File: config.mk
export PLATFORM = sky130hd
export DESIGN_NAME = pgd_datapath
export DESIGN_NICKNAME = d
export VERILOG_FILES = /design/src/hw/pgd_pkg.sv /design/src/hw/pgd_datapath.sv
export SDC_FILE = /design/constraint.sdc
export NUM_CORES = 1
export LEC_CHECK = 0
export BUFFER_PORTS_ARGS = -buffer_cell sky130_fd_sc_hd__clkbuf_2
export CAP_MARGIN = 15
export CORE_MARGIN = 4
export CORE_UTILIZATION = 50
export DETAILED_ROUTE_END_ITERATION = 8
export PLACE_DENSITY = 0.83
export SYNTH_ARGS = -nofsm -noshare
export SYNTH_HDL_FRONTEND = slang
export SYNTH_SLANG_ARGS = --single-unit
export TNS_END_PERCENT = 30
File: constraint.sdc
create_clock -name clk_in -period 8.9 [get_ports clk_in]
set_input_delay 0.445 -clock clk_in [delete_from_list [all_inputs] [get_ports clk_in]]
set_output_delay 0.445 -clock clk_in [all_outputs]
set_load 0.05 [all_outputs]
File: src/hw/pgd_pkg.sv
// constants, types and register layout of the planar graphics datapath
// Notes on behaviour
// - mode 0 enabled planes write replicated fill bit
// - mode 0 other planes take rotated, combined data
// - compare read returns ones where planes match
// - participation bit 0 makes plane always match
// - read type 0 returns selected plane byte
// - selector picks plane, chained pairs in odd/even
// - selector ignored during compare reads
// - function passes, ANDs, ORs or XORs latches
// - rotate host byte right by count
// - mode 1 writes latches; reads load latches
// - mode 2 replicates host bits per plane
// - mode 3 fill always, mask rotated AND mask
// - mask 0 keeps latch, 1 takes new
// - 256-colour bit picks shift load format
// - shift bit picks planar or CGA-style load
// - mode odd/even steers planes unless chain-four; misc odd/even steers them always
// - window field decodes host address range
// - misc odd/even replaces address bit 0
// - misc bit 0 selects graphics mode
// - index selects register, extension beyond set
// - registers read/write through data port
package pgd_pkg;

  // ---------------------------------------------------------------
  // ports and register indices
  // ---------------------------------------------------------------
  localparam logic [15:0] PGD_INDEX_PORT = 16'h03CE;
  localparam logic [15:0] PGD_DATA_PORT = 16'h03CF;
  localparam logic [3:0] PGD_R_FILL = 4'h0;
  localparam logic [3:0] PGD_R_FILL_EN = 4'h1;
  localparam logic [3:0] PGD_R_CMP = 4'h2;
  localparam logic [3:0] PGD_R_ROT = 4'h3;
  localparam logic [3:0] PGD_R_RSEL = 4'h4;
  localparam logic [3:0] PGD_R_MODE = 4'h5;
  localparam logic [3:0] PGD_R_MISC = 4'h6;
  localparam logic [3:0] PGD_R_CARE = 4'h7;
  localparam logic [3:0] PGD_R_MASK = 4'h8;
  localparam logic [3:0] PGD_R_LAST = 4'h8;
  localparam int PGD_NREGS = 9;

  // writable bits; reserved bits are stored as zero
  localparam logic [7:0] PGD_WM_NIBBLE = 8'h0F;
  localparam logic [7:0] PGD_WM_ROT = 8'h1F;
  localparam logic [7:0] PGD_WM_RSEL = 8'h03;
  localparam logic [7:0] PGD_WM_MODE = 8'h7B;
  localparam logic [7:0] PGD_WM_FULL = 8'hFF;

  // ---------------------------------------------------------------
  // field positions and codes
  // ---------------------------------------------------------------
  localparam int PGD_ROT_LSB = 0;
  localparam int PGD_FN_LSB = 3;
  localparam int PGD_MODE_WM_LSB = 0;
  localparam int PGD_MODE_RTYPE = 3;
  localparam int PGD_MODE_OE = 4;
  localparam int PGD_MODE_SHIFT = 5;
  localparam int PGD_MODE_256 = 6;
  localparam int PGD_MISC_GFX = 0;
  localparam int PGD_MISC_OE = 1;
  localparam int PGD_MISC_MAP_LSB = 2;
  localparam int PGD_WIN_HI_BIT = 16;
  localparam logic [1:0] PGD_FN_PASS = 2'h0;
  localparam logic [1:0] PGD_FN_AND = 2'h1;
  localparam logic [1:0] PGD_FN_OR = 2'h2;
  localparam logic [1:0] PGD_FN_XOR = 2'h3;
  localparam logic [1:0] PGD_WMODE0 = 2'h0;
  localparam logic [1:0] PGD_WMODE1 = 2'h1;
  localparam logic [1:0] PGD_WMODE2 = 2'h2;
  localparam logic [1:0] PGD_WMODE3 = 2'h3;
  localparam logic [1:0] PGD_WIN_128K = 2'h0;
  localparam logic [1:0] PGD_WIN_64K = 2'h1;
  localparam logic [1:0] PGD_WIN_B000 = 2'h2;
  localparam logic [1:0] PGD_WIN_B800 = 2'h3;
  localparam logic [19:0] PGD_BASE_A000 = 20'hA0000;
  localparam logic [19:0] PGD_BASE_B000 = 20'hB0000;
  localparam logic [19:0] PGD_BASE_B800 = 20'hB8000;
  localparam logic [19:0] PGD_END_A000 = 20'hB0000;
  localparam logic [19:0] PGD_END_B800 = 20'hC0000;
  localparam logic [3:0] PGD_PLANES_EVEN = 4'h5;
  localparam logic [3:0] PGD_PLANES_ODD = 4'hA;

  // ---------------------------------------------------------------
  // types
  // ---------------------------------------------------------------
  typedef enum logic [1:0] {
    PGD_LOAD_PLANAR,
    PGD_LOAD_CGA,
    PGD_LOAD_256
  } pgd_load_t;

  typedef struct packed {
    logic wr;
    logic rd;
    logic [15:0] addr;
    logic [3:0] en;
    logic [31:0] data;
  } pgd_plane_req_t;

  typedef struct packed {
    logic [PGD_NREGS-1:0][7:0] regs;
    logic [3:0] index;
    logic [31:0] latch;
    logic rd_cmp;
    logic [1:0] rd_plane;
    pgd_plane_req_t req;
    logic [7:0] io_rdata;
    logic io_rvalid;
    logic [7:0] mem_rdata;
    logic mem_rvalid;
    logic ext_wr;
    logic [7:0] ext_wdata;
    pgd_load_t load_mode;
    logic upper_from_select;
    logic graphics_mode;
  } pgd_state_t;

endpackage
File: src/hw/pgd_datapath.sv
// host-access write/read datapath of the four-plane graphics unit
`timescale 1ns/100ps
module pgd_datapath (
  input wire logic clk_in,
  input wire logic srst_in,
  input wire logic io_wr_in,
  input wire logic io_rd_in,
  input wire logic [15:0] io_addr_in,
  input wire logic [7:0] io_wdata_in,
  output logic [7:0] io_rdata_out,
  output logic io_rvalid_out,
  output logic [3:0] ext_index_out,
  output logic ext_wr_out,
  output logic [7:0] ext_wdata_out,
  input wire logic [7:0] ext_rdata_in,
  input wire logic mem_wr_in,
  input wire logic mem_rd_in,
  input wire logic [19:0] mem_addr_in,
  input wire logic [7:0] mem_wdata_in,
  output logic [7:0] mem_rdata_out,
  output logic mem_rvalid_out,
  input wire logic chain_four_in,
  input wire logic [3:0] plane_write_enable_in,
  output pgd_pkg::pgd_plane_req_t plane_req_out,
  input wire logic [31:0] plane_rd_data_in,
  output pgd_pkg::pgd_load_t load_mode_out,
  output logic upper_from_select_out,
  output logic graphics_mode_out
);

  // ---------------------------------------------------------------
  // helpers
  // ---------------------------------------------------------------
  function automatic logic [7:0] rotr(input logic [7:0] b,
                                      input logic [2:0] n);
    logic [15:0] d;
    d = {b, b} >> n;
    return d[7:0];
  endfunction

  function automatic logic [7:0] wmask(input logic [3:0] idx);
    case (idx)
      pgd_pkg::PGD_R_ROT: return pgd_pkg::PGD_WM_ROT;
      pgd_pkg::PGD_R_RSEL: return pgd_pkg::PGD_WM_RSEL;
      pgd_pkg::PGD_R_MODE: return pgd_pkg::PGD_WM_MODE;
      pgd_pkg::PGD_R_MASK: return pgd_pkg::PGD_WM_FULL;
      default: return pgd_pkg::PGD_WM_NIBBLE;
    endcase
  endfunction

  // {hit, offset}
  function automatic logic [17:0] win_decode(input logic [1:0] map,
                                             input logic [19:0] a);
    logic hit;
    logic [19:0] d;
    hit = 1'b0;
    d = a - pgd_pkg::PGD_BASE_A000;
    case (map)
      pgd_pkg::PGD_WIN_128K: begin
        hit = a >= pgd_pkg::PGD_BASE_A000 && a < pgd_pkg::PGD_END_B800;
      end
      pgd_pkg::PGD_WIN_64K: begin
        hit = a >= pgd_pkg::PGD_BASE_A000 && a < pgd_pkg::PGD_END_A000;
      end
      pgd_pkg::PGD_WIN_B000: begin
        hit = a >= pgd_pkg::PGD_BASE_B000 && a < pgd_pkg::PGD_BASE_B800;
        d = a - pgd_pkg::PGD_BASE_B000;
      end
      default: begin
        hit = a >= pgd_pkg::PGD_BASE_B800 && a < pgd_pkg::PGD_END_B800;
        d = a - pgd_pkg::PGD_BASE_B800;
      end
    endcase
    return {hit, d[16:0]};
  endfunction

  function automatic logic [7:0] cmp_byte(input logic [31:0] planes,
                                          input logic [3:0] colour,
                                          input logic [3:0] care);
    logic [7:0] r;
    r = 8'hFF;
    for (int p = 0; p < 4; p++) begin
      r = r & ~({8{care[p]}} & (planes[p*8 +: 8] ^ {8{colour[p]}}));
    end
    return r;
  endfunction

  // ---------------------------------------------------------------
  // state and decode
  // ---------------------------------------------------------------
  pgd_pkg::pgd_state_t s_reg;
  pgd_pkg::pgd_state_t s_next;

  logic [7:0] fill_v;
  logic [7:0] fill_en_v;
  logic [7:0] colour_v;
  logic [7:0] rot_v;
  logic [7:0] rsel_v;
  logic [7:0] mode_v;
  logic [7:0] misc_v;
  logic [7:0] care_v;
  logic [7:0] bmask_v;
  logic [1:0] wmode;
  logic [1:0] fn;
  logic [17:0] win;
  logic win_hit;
  logic [16:0] win_off;
  logic addr_oe;
  logic plane_oe;
  logic wr_take;
  logic rd_take;
  logic [7:0] rot_data;
  logic [15:0] mem_addr;

  assign fill_v = s_reg.regs[pgd_pkg::PGD_R_FILL];
  assign fill_en_v = s_reg.regs[pgd_pkg::PGD_R_FILL_EN];
  assign colour_v = s_reg.regs[pgd_pkg::PGD_R_CMP];
  assign rot_v = s_reg.regs[pgd_pkg::PGD_R_ROT];
  assign rsel_v = s_reg.regs[pgd_pkg::PGD_R_RSEL];
  assign mode_v = s_reg.regs[pgd_pkg::PGD_R_MODE];
  assign misc_v = s_reg.regs[pgd_pkg::PGD_R_MISC];
  assign care_v = s_reg.regs[pgd_pkg::PGD_R_CARE];
  assign bmask_v = s_reg.regs[pgd_pkg::PGD_R_MASK];
  assign wmode = mode_v[pgd_pkg::PGD_MODE_WM_LSB +: 2];
  assign fn = rot_v[pgd_pkg::PGD_FN_LSB +: 2];
  assign win = win_decode(misc_v[pgd_pkg::PGD_MISC_MAP_LSB +: 2],
                          mem_addr_in);
  assign win_hit = win[17];
  assign win_off = win[16:0];
  assign addr_oe = misc_v[pgd_pkg::PGD_MISC_OE];
  assign plane_oe = addr_oe |
                    (mode_v[pgd_pkg::PGD_MODE_OE] & ~chain_four_in);
  // out-of-window cycles belong to another device: ignored silently
  assign wr_take = mem_wr_in & win_hit;
  assign rd_take = mem_rd_in & win_hit;
  assign rot_data = rotr(mem_wdata_in, rot_v[pgd_pkg::PGD_ROT_LSB +: 3]);
  // high bit takes the place of address bit 0
  assign mem_addr = addr_oe ?
                    {win_off[15:1], win_off[pgd_pkg::PGD_WIN_HI_BIT]} :
                    win_off[15:0];

  always_comb begin
    logic [7:0] src;
    logic [7:0] alu;
    logic [7:0] lat;
    logic [7:0] msk;
    logic [3:0] sel_en;
    logic [1:0] plane;
    src = 8'h00;
    alu = 8'h00;
    lat = 8'h00;
    msk = 8'h00;
    sel_en = 4'hF;
    plane = 2'h0;
    s_next = s_reg;
    s_next.io_rvalid = 1'b0;
    s_next.mem_rvalid = 1'b0;
    s_next.ext_wr = 1'b0;
    s_next.req.wr = 1'b0;
    s_next.req.rd = 1'b0;

    if (io_wr_in && io_addr_in == pgd_pkg::PGD_INDEX_PORT) begin
      s_next.index = io_wdata_in[3:0];
    end
    // data port reaches the indexed register
    if (io_wr_in && io_addr_in == pgd_pkg::PGD_DATA_PORT) begin
      if (s_reg.index <= pgd_pkg::PGD_R_LAST) begin
        s_next.regs[s_reg.index] = io_wdata_in & wmask(s_reg.index);
      end else begin
        s_next.ext_wr = 1'b1;
        s_next.ext_wdata = io_wdata_in;
      end
    end
    if (io_rd_in && io_addr_in == pgd_pkg::PGD_INDEX_PORT) begin
      s_next.io_rvalid = 1'b1;
      s_next.io_rdata = {4'h0, s_reg.index};
    end
    if (io_rd_in && io_addr_in == pgd_pkg::PGD_DATA_PORT) begin
      s_next.io_rvalid = 1'b1;
      // indices above the set go to extensions
      if (s_reg.index <= pgd_pkg::PGD_R_LAST) begin
        s_next.io_rdata = s_reg.regs[s_reg.index];
      end else begin
        s_next.io_rdata = ext_rdata_in;
      end
    end

    // read issue: plane memory answers in the following cycle
    if (rd_take) begin
      s_next.req.rd = 1'b1;
      s_next.req.en = 4'h0;
      s_next.req.addr = mem_addr;
      s_next.rd_cmp = mode_v[pgd_pkg::PGD_MODE_RTYPE];
      // plane within chained pair picked by address bit 0
      s_next.rd_plane = plane_oe ? {rsel_v[1], mem_addr_in[0]} :
                                   rsel_v[1:0];
    end
    if (s_reg.req.rd) begin
      // every read reloads all four latches
      s_next.latch = plane_rd_data_in;
      s_next.mem_rvalid = 1'b1;
      plane = s_reg.rd_plane;
      if (s_reg.rd_cmp) begin
        s_next.mem_rdata = cmp_byte(plane_rd_data_in, colour_v[3:0],
                                    care_v[3:0]);
      end else begin
        s_next.mem_rdata = plane_rd_data_in[plane*8 +: 8];
      end
    end

    if (wr_take) begin
      s_next.req.wr = 1'b1;
      s_next.req.addr = mem_addr;
      // even addresses to 0/2, odd to 1/3
      if (plane_oe) begin
        sel_en = mem_addr_in[0] ? pgd_pkg::PGD_PLANES_ODD :
                                  pgd_pkg::PGD_PLANES_EVEN;
      end
      s_next.req.en = sel_en & plane_write_enable_in;
      // mode 3 mask is rotated data AND mask
      msk = (wmode == pgd_pkg::PGD_WMODE3) ? (rot_data & bmask_v) :
                                             bmask_v;
      for (int p = 0; p < 4; p++) begin
        lat = s_reg.latch[p*8 +: 8];
        case (wmode)
          pgd_pkg::PGD_WMODE0: src = fill_en_v[p] ? {8{fill_v[p]}} :
                                                    rot_data;
          pgd_pkg::PGD_WMODE2: src = {8{mem_wdata_in[p]}};
          pgd_pkg::PGD_WMODE3: src = {8{fill_v[p]}};
          default: src = lat;
        endcase
        case (fn)
          pgd_pkg::PGD_FN_AND: alu = src & lat;
          pgd_pkg::PGD_FN_OR: alu = src | lat;
          pgd_pkg::PGD_FN_XOR: alu = src ^ lat;
          default: alu = src;
        endcase
        if (wmode == pgd_pkg::PGD_WMODE1) begin
          s_next.req.data[p*8 +: 8] = lat;
        end else begin
          // mask merges new data with latches
          s_next.req.data[p*8 +: 8] = (alu & msk) | (lat & ~msk);
        end
      end
    end

    if (s_next.regs[pgd_pkg::PGD_R_MODE][pgd_pkg::PGD_MODE_256]) begin
      s_next.load_mode = pgd_pkg::PGD_LOAD_256;
    end else if (s_next.regs[pgd_pkg::PGD_R_MODE]
                 [pgd_pkg::PGD_MODE_SHIFT]) begin
      s_next.load_mode = pgd_pkg::PGD_LOAD_CGA;
    end else begin
      s_next.load_mode = pgd_pkg::PGD_LOAD_PLANAR;
    end
    // upper video bits from colour select
    s_next.upper_from_select =
      ~s_next.regs[pgd_pkg::PGD_R_MODE][pgd_pkg::PGD_MODE_256];
    s_next.graphics_mode =
      s_next.regs[pgd_pkg::PGD_R_MISC][pgd_pkg::PGD_MISC_GFX];
  end

  always_ff @(posedge clk_in) begin
    if (srst_in) begin
      s_reg <= '0;
    end else begin
      s_reg <= s_next;
    end
  end

  // ---------------------------------------------------------------
  // outputs
  // ---------------------------------------------------------------
  assign io_rdata_out = s_reg.io_rdata;
  assign io_rvalid_out = s_reg.io_rvalid;
  assign ext_index_out = s_reg.index;
  assign ext_wr_out = s_reg.ext_wr;
  assign ext_wdata_out = s_reg.ext_wdata;
  assign mem_rdata_out = s_reg.mem_rdata;
  assign mem_rvalid_out = s_reg.mem_rvalid;
  assign plane_req_out = s_reg.req;
  assign load_mode_out = s_reg.load_mode;
  assign upper_from_select_out = s_reg.upper_from_select;
  assign graphics_mode_out = s_reg.graphics_mode;
endmodule // pgd_datapath

==> impl_metrics.csv <==
group,metric,value,unit
synth,synthesis.instances,1422,
synth,synth_most_common_cell,"dfxtp_1",
sta,finalHoldViolations,0,
floorplanning,fp.coreArea,24500,um2
cts,post_cts_resized,0,
floorplanning,die_w,166,um
synth,synth_top_area_share,31.1,%
sta,tns,0,ns
sta,clock-skew-final,0.0131,ns
sta,rsz0062_at_grt,"no",
critical_path,cp_data_required_time,9.19,ns
power,p_total,1.84,mW
critical_path,cp.arrival,4.14,ns
synth,synth_cell_types,55,
detailed_routing,drt-initial-drc-count,1645,
place,port_buffers,191,
power,leakagePower,5.23,nW
sta,drv_slew,0,
detailed_routing,first_pass_iters,6,
layout,nets,1585,
synth,synth.yosys.seq_area_share,31.1,%
critical_path,cp_max_fo,41,
synth,ys.flop_type,"dfxtp_1",
power,ir_drop,131,uV
layout,syn2layout_area_growth,8.39,%
synth,synthTopCellsByArea,"dfxtp_1 (31%), mux2i_1 (9.4%), mux4_2 (5.8%)",
detailed_routing,finalWirelength,39500,um
cts,post_cts_buffers,0,
synth,synth_async_sr_flop_share,0,%
synth,synth_edf_count,0,
synth,ys_seq_elements,194,
place,dp.final_hpwl,27700,um
floorplanning,die-area,27600,um2
cts,clkSinkCount,194,
cts,root_buffer,"clkbuf_16",
critical_path,end_kind,"register",
critical_path,path_class,"reg2reg",
sta,setup_viol,0,
floorplanning,pin_count,192,
critical_path,start_kind,"register",
synth,yosysTopAreaCell,"dfxtp_1",
cts,clock_latency,0.45,ns
detailed_routing,vias_per_cell,6.43,
layout,fill_cells,2173,
min_path,hp-class,"in2reg",
sta,slew-limit-headroom,14.3,%
cts,htree_levels,4,
run_status,status,"completed",
global_route,grt.overflow.total,0,
detailed_routing,ant_nets,0,
floorplanning,num_rows,57,
layout,fin_util,55.4,%
global_route,grt_max_degree,102,
job,maxCapViolations,0,
global_route,grt_pass1_vias,10800,
global_route,antenna_found_initial,0,
synth,synth_area,12500,um2
floorplanning,start_util,51.1,%
power,powerDensity,136,nW/um2
sta,post-route-period-util,43.2,%
synth,avgSynthCellArea,8.79,um2
cts,cts_buffer_depth,2,
sta,fmax,260,MHz
cts,cts_buffers,17,
global_route,grt_usage,27.5,%
place,gp_congestion,1.01,
sta,fin_crit,3.85,ns
detailed_routing,drc,0,
sta,worst_slew_pin_slew,1.28,ns
synth,synth_top_cells_by_count,"dfxtp_1 (194), nor2_1 (159), mux2i_1 (117), o21ai_0 (100), clkbuf_1 (93)",
cts,hold_buffers,0,
layout,diodes,0,
global_route,grt_pass1_wl,61300,um
floorplanning,die_h,166,um
layout,drive_above_1_share,23.3,%
synth,yosys_warnings,0,
cts,path_clk_slew,0.07,ns
layout,largest_reg_flops,54,
detailed_routing,wire_per_inst,22.1,um
layout,fin_area,13500,um2
cts,tritoncts,"yes",
detailed_routing,vias,11500,
place,place_area,12900,um2
synth,syn-num-nets,1558,
## cells in the final DEF, fill, tap and decap left out, drive strengths merged, types with 37 or more instances in the layout
master  instances
o21ai         104
nand3          62
mux2           40
a21oi          49
inv            44
dfxtp         194
a31oi          37
clkbuf        208
nor2          159
mux2i         117
## per-stage QoR
step,hold WS (ns),cells,worst slack (ns)
4_1_cts,0.233,1784,5.26
3_5_place_dp,0.441,1752,5.22
6_report,0.245,1786,5.05
2_1_floorplan,0.424,1422,5.90
5_1_grt,0.241,1786,4.97
3_3_place_gp,0.437,1752,5.40
## report_power, final
group	internal [mW]	switching (mW)
sequential	0.878	0.00994
clock	0.401	0.383
combinational	0.0554	0.113
## metal layers
metal	share of wire (%)	track usage, %	vias to the layer above	wire length [um]
met5	0	0	-	0
met1	40	37.9	5474	15900
met3	12	6.09	100	4680
met4	3.3	10.0	0	1290
met2	45	42.5	725	17700
li1	-	-	5178	-
## worst paths after layout
check | startpoint | endpoint | slack, ns | cells past startpoint
worst max-delay path | mode_v[0]$_SDFFE_PP0P_ | plane_req_out[2]$_SDFFE_PP0P_ | 5.05 | 10
worst min-delay path | plane_write_enable_in[1] | plane_req_out[33]$_SDFFE_PP0P_ | 0.25 | 3
worst max register to register | mode_v[0]$_SDFFE_PP0P_ | plane_req_out[2]$_SDFFE_PP0P_ | 5.05 | 10
worst min register to register | fill_en_v[7]$_SDFFE_PP0P_ | fill_en_v[7]$_SDFFE_PP0P_ | 0.45 | 1
## critical path, cell delays in order, from the launching register on
cell and delay, ns:
dfxtp_1 0.80, buf_4 0.50, nand2_1 0.30, o21ai_1 0.72, a21oi_1 0.18, ha_1 0.33, mux2_2 0.28, a221oi_1 0.25
o21ai_0 0.12, nand3b_1 0.12, a31oi_1 0.08
## cells by family after synthesis
logic type | synth area share, %
fa+ha+maj | 3.30
xor+xnor | 2.38
flops | 31.1
mux | 18.7
buf+inv | 9.77
simple gates | 16.9
compound gates | 17.9
## cell type report
type,instances,area [um2],share of cell area [%]
Clock inverter,14,170,1.26
Inverter,39,146,1.08
Sequential cell,194,3890,28.7
Clock buffer,18,429,3.17
Timing Repair Buffer,205,1080,8.00
Tap cell,324,405,2.99
Multi-Input combinational cell,992,7420,54.8
(Power assumes the default switching activity.)
